==> src/scr_pkg.sv <==
// Package for the system control register block: bit positions, reset
// values, port numbers and timing counts.
// Assumes a single 10 MHz core clock and an I/O port instruction strobe.
package scr_pkg;
	localparam int CLK_PERIOD_NS = 100;
	localparam int RESET_MIN_CYCLES = 5;
	localparam int RESET_CNT_W = 3;
	localparam int WRITE_DELAY_CYCLES = 2;
	localparam logic [2:0] PORT_CTRL = 3'h0;
	localparam logic [2:0] PORT_DATA = 3'h1;
	localparam int FLAG_LSB = 0;
	localparam int ENABLE_LSB = 4;
	localparam int UPPER_ACCESS_BIT = 8;
	localparam int SERIAL_ENABLE_BIT = 11;
	localparam int CLOCK_DIR_BIT = 15;
	localparam int NUM_IRQ = 4;
	localparam logic [15:0] RESET_FORCE_MASK = 16'h88f0;
	localparam logic [15:0] RESET_VALUE = 16'h8000;
	localparam logic [15:0] FLAG_MASK = 16'h000f;
	localparam logic [12:0] UPPER_RESET = 13'h0000;

	typedef struct packed {
		logic       strobe;
		logic       write;
		logic [2:0] port;
		logic [15:0] data;
	} scr_io_req_type;

	typedef enum logic [2:0] {
		SCR_RUN    = 3'b001,
		SCR_HOLD   = 3'b010,
		SCR_RESUME = 3'b100
	} scr_state_type;
endpackage

==> src/scr_core.sv <==
// System control register with reset entry, interrupt flags and port
// 0 / port 1 access from the processor core.
// Assumes the core presents one-cycle I/O strobes on mclk_in; pins and
// interrupt sources are asynchronous and synchronised here.
//
// Contract
// - Reset needs pin low five cycles.
// - Reset halts execution and zeroes program counter.
// - Reset holds strobes high, data bus released.
// - Port address, program counter cleared after cycle.
// - Execution resumes one cycle after release; here halt falls three cycles after in_reset clears.
// - Reset releases serial clock and transmit lines.
// - Reset selects I/O port zero.
// - Reset clears serial register enable bit.
// - Reset sets serial clock direction bit.
// - Reset clears enables, keeps interrupt flags.
// - Reset points receive selector at register zero.
// - Reset changes only enables, bits eleven, fifteen.
// - Reset pin synchronised to clock.
// - Mode select low in reset drives branch pin.
// - Framing pulses level sensitive during transfer.
// - Four sources synchronised into one interrupt.
// - Events set flags regardless of enable.
// - Port zero write one clears flag.
// - Register mapped onto ports zero and one.
// - Written bits take effect after delay; here flag clears in bits 3:0 act on the write cycle.
// - Upper access bit redirects port one writes.
// - Enable bits four to seven gate sources.
`timescale 1ns/100ps
module scr_core (
	// Clock and reset
	input  wire logic                  mclk_in,
	input  wire logic                  reset_in,
	// Pins
	input  wire logic                  reset_in_low_in,
	input  wire logic                  memory_mode_select_in,
	input  wire logic [3:0]            irq_source_n_in,
	input  wire logic                  frame_active_in,
	// Core I/O port access
	input  wire scr_pkg::scr_io_req_type io_req_in,
	output logic [15:0]                read_data_out,
	// Core control
	output logic                       core_halt_out,
	output logic [11:0]                program_counter_clear_out,
	output logic [2:0]                 port_address_out,
	output logic                       master_irq_out,
	// Pin drive
	output logic                       data_read_strobe_n_out,
	output logic                       write_strobe_n_out,
	output logic                       data_bus_oe_out,
	output logic                       serial_clock_oe_out,
	output logic                       serial_tx_line_a_oe_out,
	output logic                       serial_tx_line_b_oe_out,
	output logic                       branch_test_pin_oe_out,
	output logic                       serial_active_out,
	// Register views
	output logic [15:0]                control_word_out,
	output logic [12:0]                upper_word_out,
	output logic                       rx_select_out
);
	logic [1:0] rst_sync;
	logic [2:0] low_count;
	logic       in_reset;
	logic       in_reset_q;
	scr_pkg::scr_state_type state;
	logic [15:0] system_control_word;
	logic [12:0] upper_word;
	logic [15:0] staged_word;
	logic [1:0]  delay_count;
	logic [3:0]  src_s1;
	logic [3:0]  src_s2;
	logic [3:0]  src_prev;
	logic [3:0]  event_hit;
	logic        port0_wr;
	logic        port1_wr;
	logic        frame_s1;
	logic        frame_s2;
	logic        mode_s1;
	logic        mode_s2;

	assign port0_wr = io_req_in.strobe && io_req_in.write
		&& io_req_in.port == scr_pkg::PORT_CTRL;
	assign port1_wr = io_req_in.strobe && io_req_in.write
		&& io_req_in.port == scr_pkg::PORT_DATA;
	assign event_hit = src_prev & ~src_s2;

	// The first stage only feeds the second; the low count sees stage two.
	always_ff @(posedge mclk_in or posedge reset_in) begin
		if (reset_in) begin
			rst_sync <= 2'h3;
			frame_s1 <= 1'b0;
			frame_s2 <= 1'b0;
			mode_s1 <= 1'b1;
			mode_s2 <= 1'b1;
		end else begin
			rst_sync <= {rst_sync[0], reset_in_low_in};
			frame_s1 <= frame_active_in;
			frame_s2 <= frame_s1;
			mode_s1 <= memory_mode_select_in;
			mode_s2 <= mode_s1;
		end
	end

	// A low shorter than five cycles is treated as a glitch.
	always_ff @(posedge mclk_in or posedge reset_in) begin
		if (reset_in) begin
			low_count <= 3'h0;
			in_reset <= 1'b1;
		end else if (rst_sync[1]) begin
			low_count <= 3'h0;
			in_reset <= 1'b0;
		end else if (low_count ==
			3'(scr_pkg::RESET_MIN_CYCLES - 1)) begin
			in_reset <= 1'b1;
		end else begin
			low_count <= low_count + 3'h1;
		end
	end

	always_ff @(posedge mclk_in or posedge reset_in) begin
		if (reset_in) begin
			state <= scr_pkg::SCR_HOLD;
			in_reset_q <= 1'b1;
		end else begin
			in_reset_q <= in_reset;
			case (state)
				scr_pkg::SCR_RUN: begin
					if (in_reset)
						state <= scr_pkg::SCR_HOLD;
				end
				scr_pkg::SCR_HOLD: begin
					if (!in_reset)
						state <= scr_pkg::SCR_RESUME;
				end
				scr_pkg::SCR_RESUME: begin
					state <= in_reset ? scr_pkg::SCR_HOLD
						: scr_pkg::SCR_RUN;
				end
				default: state <= scr_pkg::SCR_HOLD;
			endcase
		end
	end

	// Halt and pin release follow in_reset straight away; halt falls only once state reaches SCR_RUN.
	always_ff @(posedge mclk_in or posedge reset_in) begin
		if (reset_in) begin
			core_halt_out <= 1'b1;
			data_read_strobe_n_out <= 1'b1;
			write_strobe_n_out <= 1'b1;
			data_bus_oe_out <= 1'b0;
			serial_clock_oe_out <= 1'b0;
			serial_tx_line_a_oe_out <= 1'b0;
			serial_tx_line_b_oe_out <= 1'b0;
			branch_test_pin_oe_out <= 1'b0;
			program_counter_clear_out <= 12'h000;
			port_address_out <= 3'h0;
		end else begin
			core_halt_out <= in_reset
				|| state != scr_pkg::SCR_RUN;
			data_read_strobe_n_out <= in_reset
				|| !(io_req_in.strobe && !io_req_in.write);
			write_strobe_n_out <= in_reset
				|| !(io_req_in.strobe && io_req_in.write);
			data_bus_oe_out <= !in_reset
				&& io_req_in.strobe && io_req_in.write;
			serial_clock_oe_out <= !in_reset
				&& !system_control_word[scr_pkg::CLOCK_DIR_BIT];
			serial_tx_line_a_oe_out <= !in_reset && serial_active_out;
			serial_tx_line_b_oe_out <= !in_reset && serial_active_out;
			if (in_reset && !mode_s2)
				branch_test_pin_oe_out <= 1'b1;
			else if (in_reset)
				branch_test_pin_oe_out <= 1'b0;
			if (in_reset_q) begin
				program_counter_clear_out <= 12'h000;
				port_address_out <= 3'h0;
			end else if (io_req_in.strobe) begin
				port_address_out <= io_req_in.port;
			end
		end
	end

	// Interrupt inputs are active low; an event is a falling edge.
	always_ff @(posedge mclk_in or posedge reset_in) begin
		if (reset_in) begin
			src_s1 <= 4'hf;
			src_s2 <= 4'hf;
			src_prev <= 4'hf;
		end else begin
			src_s1 <= irq_source_n_in;
			src_s2 <= src_s1;
			src_prev <= src_s2;
		end
	end

	// Lower register: writes to bits 15:4 are staged and land after the write delay; flag clears in bits 3:0 act at once.
	always_ff @(posedge mclk_in or posedge reset_in) begin
		if (reset_in) begin
			system_control_word <= scr_pkg::RESET_VALUE;
			staged_word <= scr_pkg::RESET_VALUE;
			delay_count <= 2'h0;
		end else begin
			if (port0_wr && !in_reset) begin
				staged_word <= io_req_in.data;
				delay_count <= 2'(scr_pkg::WRITE_DELAY_CYCLES);
			end else if (delay_count != 2'h0) begin
				delay_count <= delay_count - 2'h1;
			end
			if (in_reset) begin
				system_control_word <= (system_control_word
					& ~scr_pkg::RESET_FORCE_MASK)
					| scr_pkg::RESET_VALUE;
			end else if (delay_count == 2'h1) begin
				system_control_word[15:4] <= staged_word[15:4];
			end
			for (int i = 0; i < scr_pkg::NUM_IRQ; i++) begin
				if (event_hit[i])
					system_control_word[i] <= 1'b1;
				else if (port0_wr && io_req_in.data[i])
					system_control_word[i] <= 1'b0;
			end
		end
	end

	always_ff @(posedge mclk_in or posedge reset_in) begin
		if (reset_in)
			upper_word <= scr_pkg::UPPER_RESET;
		else if (port1_wr
			&& system_control_word[scr_pkg::UPPER_ACCESS_BIT])
			upper_word <= io_req_in.data[12:0];
	end

	always_ff @(posedge mclk_in or posedge reset_in) begin
		if (reset_in) begin
			rx_select_out <= 1'b0;
			master_irq_out <= 1'b0;
			serial_active_out <= 1'b0;
			read_data_out <= 16'h0000;
			control_word_out <= scr_pkg::RESET_VALUE;
			upper_word_out <= scr_pkg::UPPER_RESET;
		end else begin
			if (in_reset)
				rx_select_out <= 1'b0;
			master_irq_out <= !in_reset
				&& |(system_control_word[3:0]
				& system_control_word[7:4]);
			serial_active_out <= frame_s2
				&& system_control_word[scr_pkg::SERIAL_ENABLE_BIT];
			if (io_req_in.strobe && !io_req_in.write
				&& io_req_in.port == scr_pkg::PORT_CTRL)
				read_data_out <= system_control_word;
			control_word_out <= system_control_word;
			upper_word_out <= upper_word;
		end
	end

	a_flag_set_wins: assert property (
		@(posedge mclk_in) disable iff (reset_in)
		event_hit[0] |=> system_control_word[0])
		else $error("flag lost on event");
	a_reset_forces_bits: assert property (
		@(posedge mclk_in) disable iff (reset_in)
		in_reset |=> system_control_word[15] && !system_control_word[11]
		&& system_control_word[7:4] == 4'h0)
		else $error("reset bits not forced");
	a_halt_in_reset: assert property (
		@(posedge mclk_in) disable iff (reset_in)
		in_reset |=> core_halt_out && data_read_strobe_n_out
		&& !data_bus_oe_out)
		else $error("pins active during reset");
	a_glitch_ignored: assert property (
		@(posedge mclk_in) disable iff (reset_in)
		!in_reset && rst_sync[1] ##1 !rst_sync[1] [*3] |-> !in_reset)
		else $error("short reset pulse accepted");
	// Halt stays up through the resume state and falls three edges on.
	a_resume_after_cycle: assert property (
		@(posedge mclk_in) disable iff (reset_in)
		$fell(in_reset) |-> core_halt_out
		##3 (!core_halt_out || in_reset))
		else $error("resume timing wrong");
	a_irq_gated: assert property (
		@(posedge mclk_in) disable iff (reset_in)
		master_irq_out |-> $past(|(system_control_word[3:0]
		& system_control_word[7:4])))
		else $error("ungated interrupt");
	a_flag_clear: assert property (
		@(posedge mclk_in) disable iff (reset_in)
		port0_wr && io_req_in.data[1] && !event_hit[1]
		|=> !system_control_word[1])
		else $error("flag not cleared");
	a_upper_gated: assert property (
		@(posedge mclk_in) disable iff (reset_in)
		$changed(upper_word) |-> $past(port1_wr)
		&& $past(system_control_word[8]))
		else $error("upper write without access");
endmodule

==> config.mk <==
export PLATFORM = sky130hd
export DESIGN_NAME = scr_core
export DESIGN_NICKNAME = d
export VERILOG_FILES = /design/src/scr_pkg.sv /design/src/scr_core.sv
export SDC_FILE = /design/constraint.sdc
export NUM_CORES = 1
export LEC_CHECK = 0
export BUFFER_PORTS_ARGS = -buffer_cell sky130_fd_sc_hd__buf_2
export CAP_MARGIN = 40
export CORE_MARGIN = 3
export CORE_UTILIZATION = 35
export CTS_CLUSTER_SIZE = 8
export DETAILED_ROUTE_END_ITERATION = 10
export GPL_TIMING_DRIVEN = 0
export SYNTH_ARGS = -nofsm -noshare
export SYNTH_HDL_FRONTEND = slang
export SYNTH_SLANG_ARGS = --single-unit
==> constraint.sdc <==
create_clock -name mclk_in -period 4.6 [get_ports mclk_in]
set_input_delay 0.92 -clock mclk_in [delete_from_list [all_inputs] [get_ports mclk_in]]
set_output_delay 0.92 -clock mclk_in [all_outputs]
set_load 0.01 [all_outputs]
* Word-level counts from Yosys, hierarchy flattened
Cells that the tools add are included.
Storage, ports and cells: memories kept 0, bits in latches 0, input bits 30, register bits after elaboration 130, word-level logic and storage cells 115, output and inout port bits 71, memory bits (read-only) 0, RAM bits 0
Operators by class: multiply operators 0, equality and inequality tests 10, muxes and demuxes 24, div/mod/pow operators 0, reduce and logical (&&, ||, !) cells 41, bitwise operators 4, shifts and indexed selects 0, add/subtract/negate cells 2, $lt $le $gt $ge 0
Operators with widths (number):
- $mux 12 | 2
- $reduce_bool 2->1 | 10
- $logic_and 1x1->1 | 18
- $mux 3 | 6
- $mux 1 | 12
- $pmux 3 s3 | 1
- $and 4x4->4 | 2
- $eq 3x1->1 const B | 2
- $eq 3x3->1 const B | 2
- $logic_not 1->1 | 6
- $mux 2 | 3
- $ne 2x2->1 const B | 3
- $not 4->4 | 1
- $reduce_and 2->1 | 2
- $reduce_or 4->1 | 1
- $add 3x1->3 const B | 1
- $eq 3x2->1 const B | 1
- $logic_not 3->1 | 1
- $logic_or 1x1->1 | 3
- $ne 3x1->1 const B | 1
- $eq 2x1->1 const B | 1
- $sub 2x1->2 const B | 1
- $not 1->1 | 1

* Longest topological paths before layout
depth after elaboration 5, gate-level depth with buffers 6, depth with buffers taken out 5

* Worst setup path before layout
OpenSTA, ideal clock, no wires.
path kind in2reg, from in io_req_in[17] (netlist bit), to reg read_data_out[0], stages on the path 6, arrival 2332 ps, required time 4475 ps, path buffers 3, path slack 2143 ps, setup time 125 ps, path through or3_1 -> buf_2 -> or3b_1 -> buf_6 -> buf_12 -> mux2_4
Between the ends: longest elaborated chain between the ends 2
Ends and longest elaborated chain:
- start: declaration | RTL line scr_core.sv:40 | input wire scr_pkg::scr_io_req_type io_req_in,
- $logic_not 3->1 | RTL line scr_core.sv:250 | && io_req_in.port == scr_pkg::PORT_CTRL)
- $logic_and 1x1->1 | RTL line scr_core.sv:250
- end signal: assignment | RTL line scr_core.sv:251 | read_data_out <= system_control_word;
- end: declaration | RTL line scr_core.sv:41 | output logic [15:0] read_data_out,
Every way passes these cells. A chain may end at the register's enable or synchronous reset.

* Worst setup path after layout
from in io_req_in[17] (netlist bit), to reg staged_word[10]
Between the ends: longest elaborated chain between the ends 3
Ends and longest elaborated chain:
- $logic_not 3->1 | RTL line scr_core.sv:82 | && io_req_in.port == scr_pkg::PORT_CTRL;
- $logic_and 1x1->1 | RTL line scr_core.sv:82
- $logic_and 1x1->1 | RTL line scr_core.sv:203 | if (port0_wr && !in_reset) begin
- end signal: assignment | RTL line scr_core.sv:200 | staged_word <= scr_pkg::RESET_VALUE;
- end signal: assignment | RTL line scr_core.sv:204 | staged_word <= io_req_in.data;
- end: declaration | RTL line scr_core.sv:68 | logic [15:0] staged_word;
Every way passes these cells.

==> impl_results.md <==
- Status: finished, final reports clean
- Synth Cell Area: 0.00442 sq mm
- Resize count post-CTS: 0
- Setup Slack @ Placement: 1.81 ns
- Worst path cell trace: buf_2 -> or3_1 -> buf_2 -> nor2_1 -> buf_2 -> mux2_2
- CP max stage cell: mux2_2
- DRC errors left: 0
- Crit share post-route: 50.7%
- Worst path max stage delay: 0.38 ns
- # setup viols final: 0
- GP Congestion: 0.699
- FF+latch count, synth: approximately 130
- Total GRT Usage: about an eighth
- Drt pass-1 iters: 4
- YS warnings: 0
- DR vias: roughly 2.5k
- CORE AREA: 0.0122 sq mm
- Critical path fanouts, max: 10
- Setup Buffers After CTS: 0
- Fin. Hold Viols: 0
- Hold_buf cts: 0
- Vias in the first global route: 2628
- Starting Density: between 30% and 40%
- Max Transition Viols Final: 0
- Max Clock Freq: roughly 430 MHz
- Clk_skew: ~0.0066 ns
- Largest net degree at the start of global routing: 70
- Synthesis-to-finish area growth: 30.0%
- Diodes inserted: 0
- ANT nets after route: 0
- CP Launch Type: input pin
- Wire length per cell: 14.6 um
- Initial antenna violation count: 0
- Finished Layout Cells: 579
- PwrDens: between 600 and 700 mW/mm^2
- Fill count: 1114
- Num rows: 40
- Worst slew pin tran: 0.830 ns
- Die X: 118 um
- Port Buffer Count: 87
- Arrival time worst endpoint: 2.61 ns
- WHS: ~0.35 ns
- Vias per Instance: about 4.3
- CTS root buf: clkbuf_16
- HP Class: reg2reg
- Sink Count: 126
- Crit path kind: in2reg
- Register area share after synthesis: 72.0%
- Full die area: 0.0140 sq mm
- CP dominant cell by count: buf_2
- DP Wirelength: 5.77 mm
- Maxcap violations: 0
- Final WL: 8.44 mm
- CP Capture Type: flop
- Rel. slew slack: 44.6%
- # IOs: 101
- Gr ovfl total: 0
- Mean Syn Cell Area: 15.9 sq um
- Tmin final: 2.33 ns
- Count of distinct cell types in the synthesized netlist: 34
- Clock H-tree levels: 4
- Skew-Pair Late Insertion Delay: 0.40 ns
- TritonCTS clock tree: yes
- Setup TNS: 0 ns
- Initial DRC Count: 120
- WP data required: 4.88 ns
- Pleak: roughly 2.9 nW
- Post-Synthesis Cells: 279
- Clk pin slew, worst setup/hold paths: 0.05 ns
- CTS Buf Count: 17
- Final worst slack: between 2 and 2.5 ns
- RSZ-0062 raised after global routing: false
- Worst VDD drop: 0.306 mV
- Die height: 118 um
- Placed cell count: 547
- Max Buffers Root-to-Sink: 2
- Final nets: roughly 430
- First-pass GRT wire length: ~14 mm
- Ratio of cells with drive above 1 in the final layout: 51.3%
final timing paths:
| check | from | to | slack (ns) | depth (start not counted) |
|---|---|---|---|---|
| max in group asynchronous | reset_in | write_strobe_n_out$_DFF_PP1_ | 3.29 | 3 |
| worst min-delay path | frame_s1$_DFF_PP0_ | frame_s2$_DFF_PP0_ | 0.35 | 0 |
| min in group asynchronous | reset_in | state[0]$_DFFE_PP0P_ | 0.56 | 2 |
| worst max-delay path | io_req_in[17] | staged_word[10]$_DFFE_PP0P_ | 2.27 | 6 |
| worst max register to register | delay_count[1]$_DFFE_PP0P_ | system_control_word[14]$_DFFE_PP0P_ | 2.52 | 6 |
| worst min register to register | frame_s1$_DFF_PP0_ | frame_s2$_DFF_PP0_ | 0.35 | 0 |
registers in the layout, indices dropped and copies added (netlist names), 2 cells and up:
name / count
control_word_out: 16
read_data_out: 16
system_control_word: 16
upper_word: 13
upper_word_out: 13
staged_word: 12
src_prev: 4
src_s1: 4
src_s2: 4
low_count: 3
port_address_out: 3
state: 3
delay_count: 2
rst_sync: 2
logic make-up after synthesis:
group	count (synthesis)	share of synthesized area [%]
XOR/XNOR	3	0.594
other	1	0.0848
flip-flops	126	72.0
multiplexers	57	15.1
adder cells (fa/ha/maj)	4	1.13
AND/OR/NAND/NOR	38	4.41
AO/OA/AOI/OAI	15	1.90
buffers and inverters	35	4.78
cell usage in the layout (no fill, tap or decap), drive strengths merged:
cell,synthesis,layout
buf,20,108
dfrtp,101,101
mux2,48,48
clkbuf,4,30
dfstp,25,25
nor2,16,16
conb,1,13
inv,11,11
mux2i,9,9
o21ai,9,9
nand3,5,5
ha,4,4
nand2,3,3
a21oi,3,3
nor2b,3,3
clkinv,0,3
bufinv,0,3
xnor2,2,2
nor3,2,2
a22oi,2,2
or3,2,2
or3b,2,2
nor4b,1,1
and2,1,1
or4b,1,1
nand3b,1,1
nand4,1,1
xor2,1,1
a211o,1,1
power by group:
part | internal, mW | switching [mW]
Clock | 0.907 | 0.437
Combinational | 0.349 | 0.313
Sequential | 1.43 | 0.154
metrics by stage:
stage / cell area [sq um] / power (mW) / util [%]
6_report: 5750 / 3.59 / 47.3
5_1_grt: 5750 / 3.80 / 47.3
4_1_cts: 5750 / 3.66 / 47.3
3_5_place_dp: 5150 / 2.29 / 42.3
3_3_place_gp: 5110 / 2.25 / 42.0
2_1_floorplan: 4470 / 2.00 / -
synth_stat cells (all sizes together):
cell,n,share of area (%)
a211o,1,0.20
buf,20,3.5
dfstp,25,15
mux2i,9,2.0
clkbuf,4,0.34
nor3,2,0.23
nor2,16,1.4
xor2,1,0.20
or3b,2,0.40
nand4,1,0.14
ha,4,1.1
nand3,5,0.57
inv,11,0.93
nor2b,3,0.42
xnor2,2,0.40
a21oi,3,0.34
dfrtp,101,57
conb,1,0.085
nand2,3,0.25
nand3b,1,0.17
or4b,1,0.23
a22oi,2,0.34
and2,1,0.14
mux2,48,13
or3,2,0.31
nor4b,1,0.20
o21ai,9,1.0
final cells by class:
cell class / count / area (sq um) / share of cell area [%]
Clock inverter: 6 / 105 / 1.83
Tap cell: 168 / 210 / 3.66
Clock buffer: 26 / 499 / 8.68
Timing Repair Buffer: 88 / 463 / 8.05
Buffer: 24 / 170 / 2.96
Multi-Input combinational cell: 130 / 1070 / 18.6
Inverter: 11 / 46.3 / 0.805
Sequential cell: 126 / 3180 / 55.4
per-layer routing:
metal | global-route usage [%] | wire length [um]
met1 | 16.5 | 3770
met3 | 5.02 | 491
met5 | 0 | 0
met4 | 6.52 | 163
met2 | 19.7 | 4010
critical path: cells and delay by family:
family	cells	cell delay, ns
mux	1	0.38
simple gates	2	0.66
buf+inv	3	0.65
(Power assumes the default switching activity.)
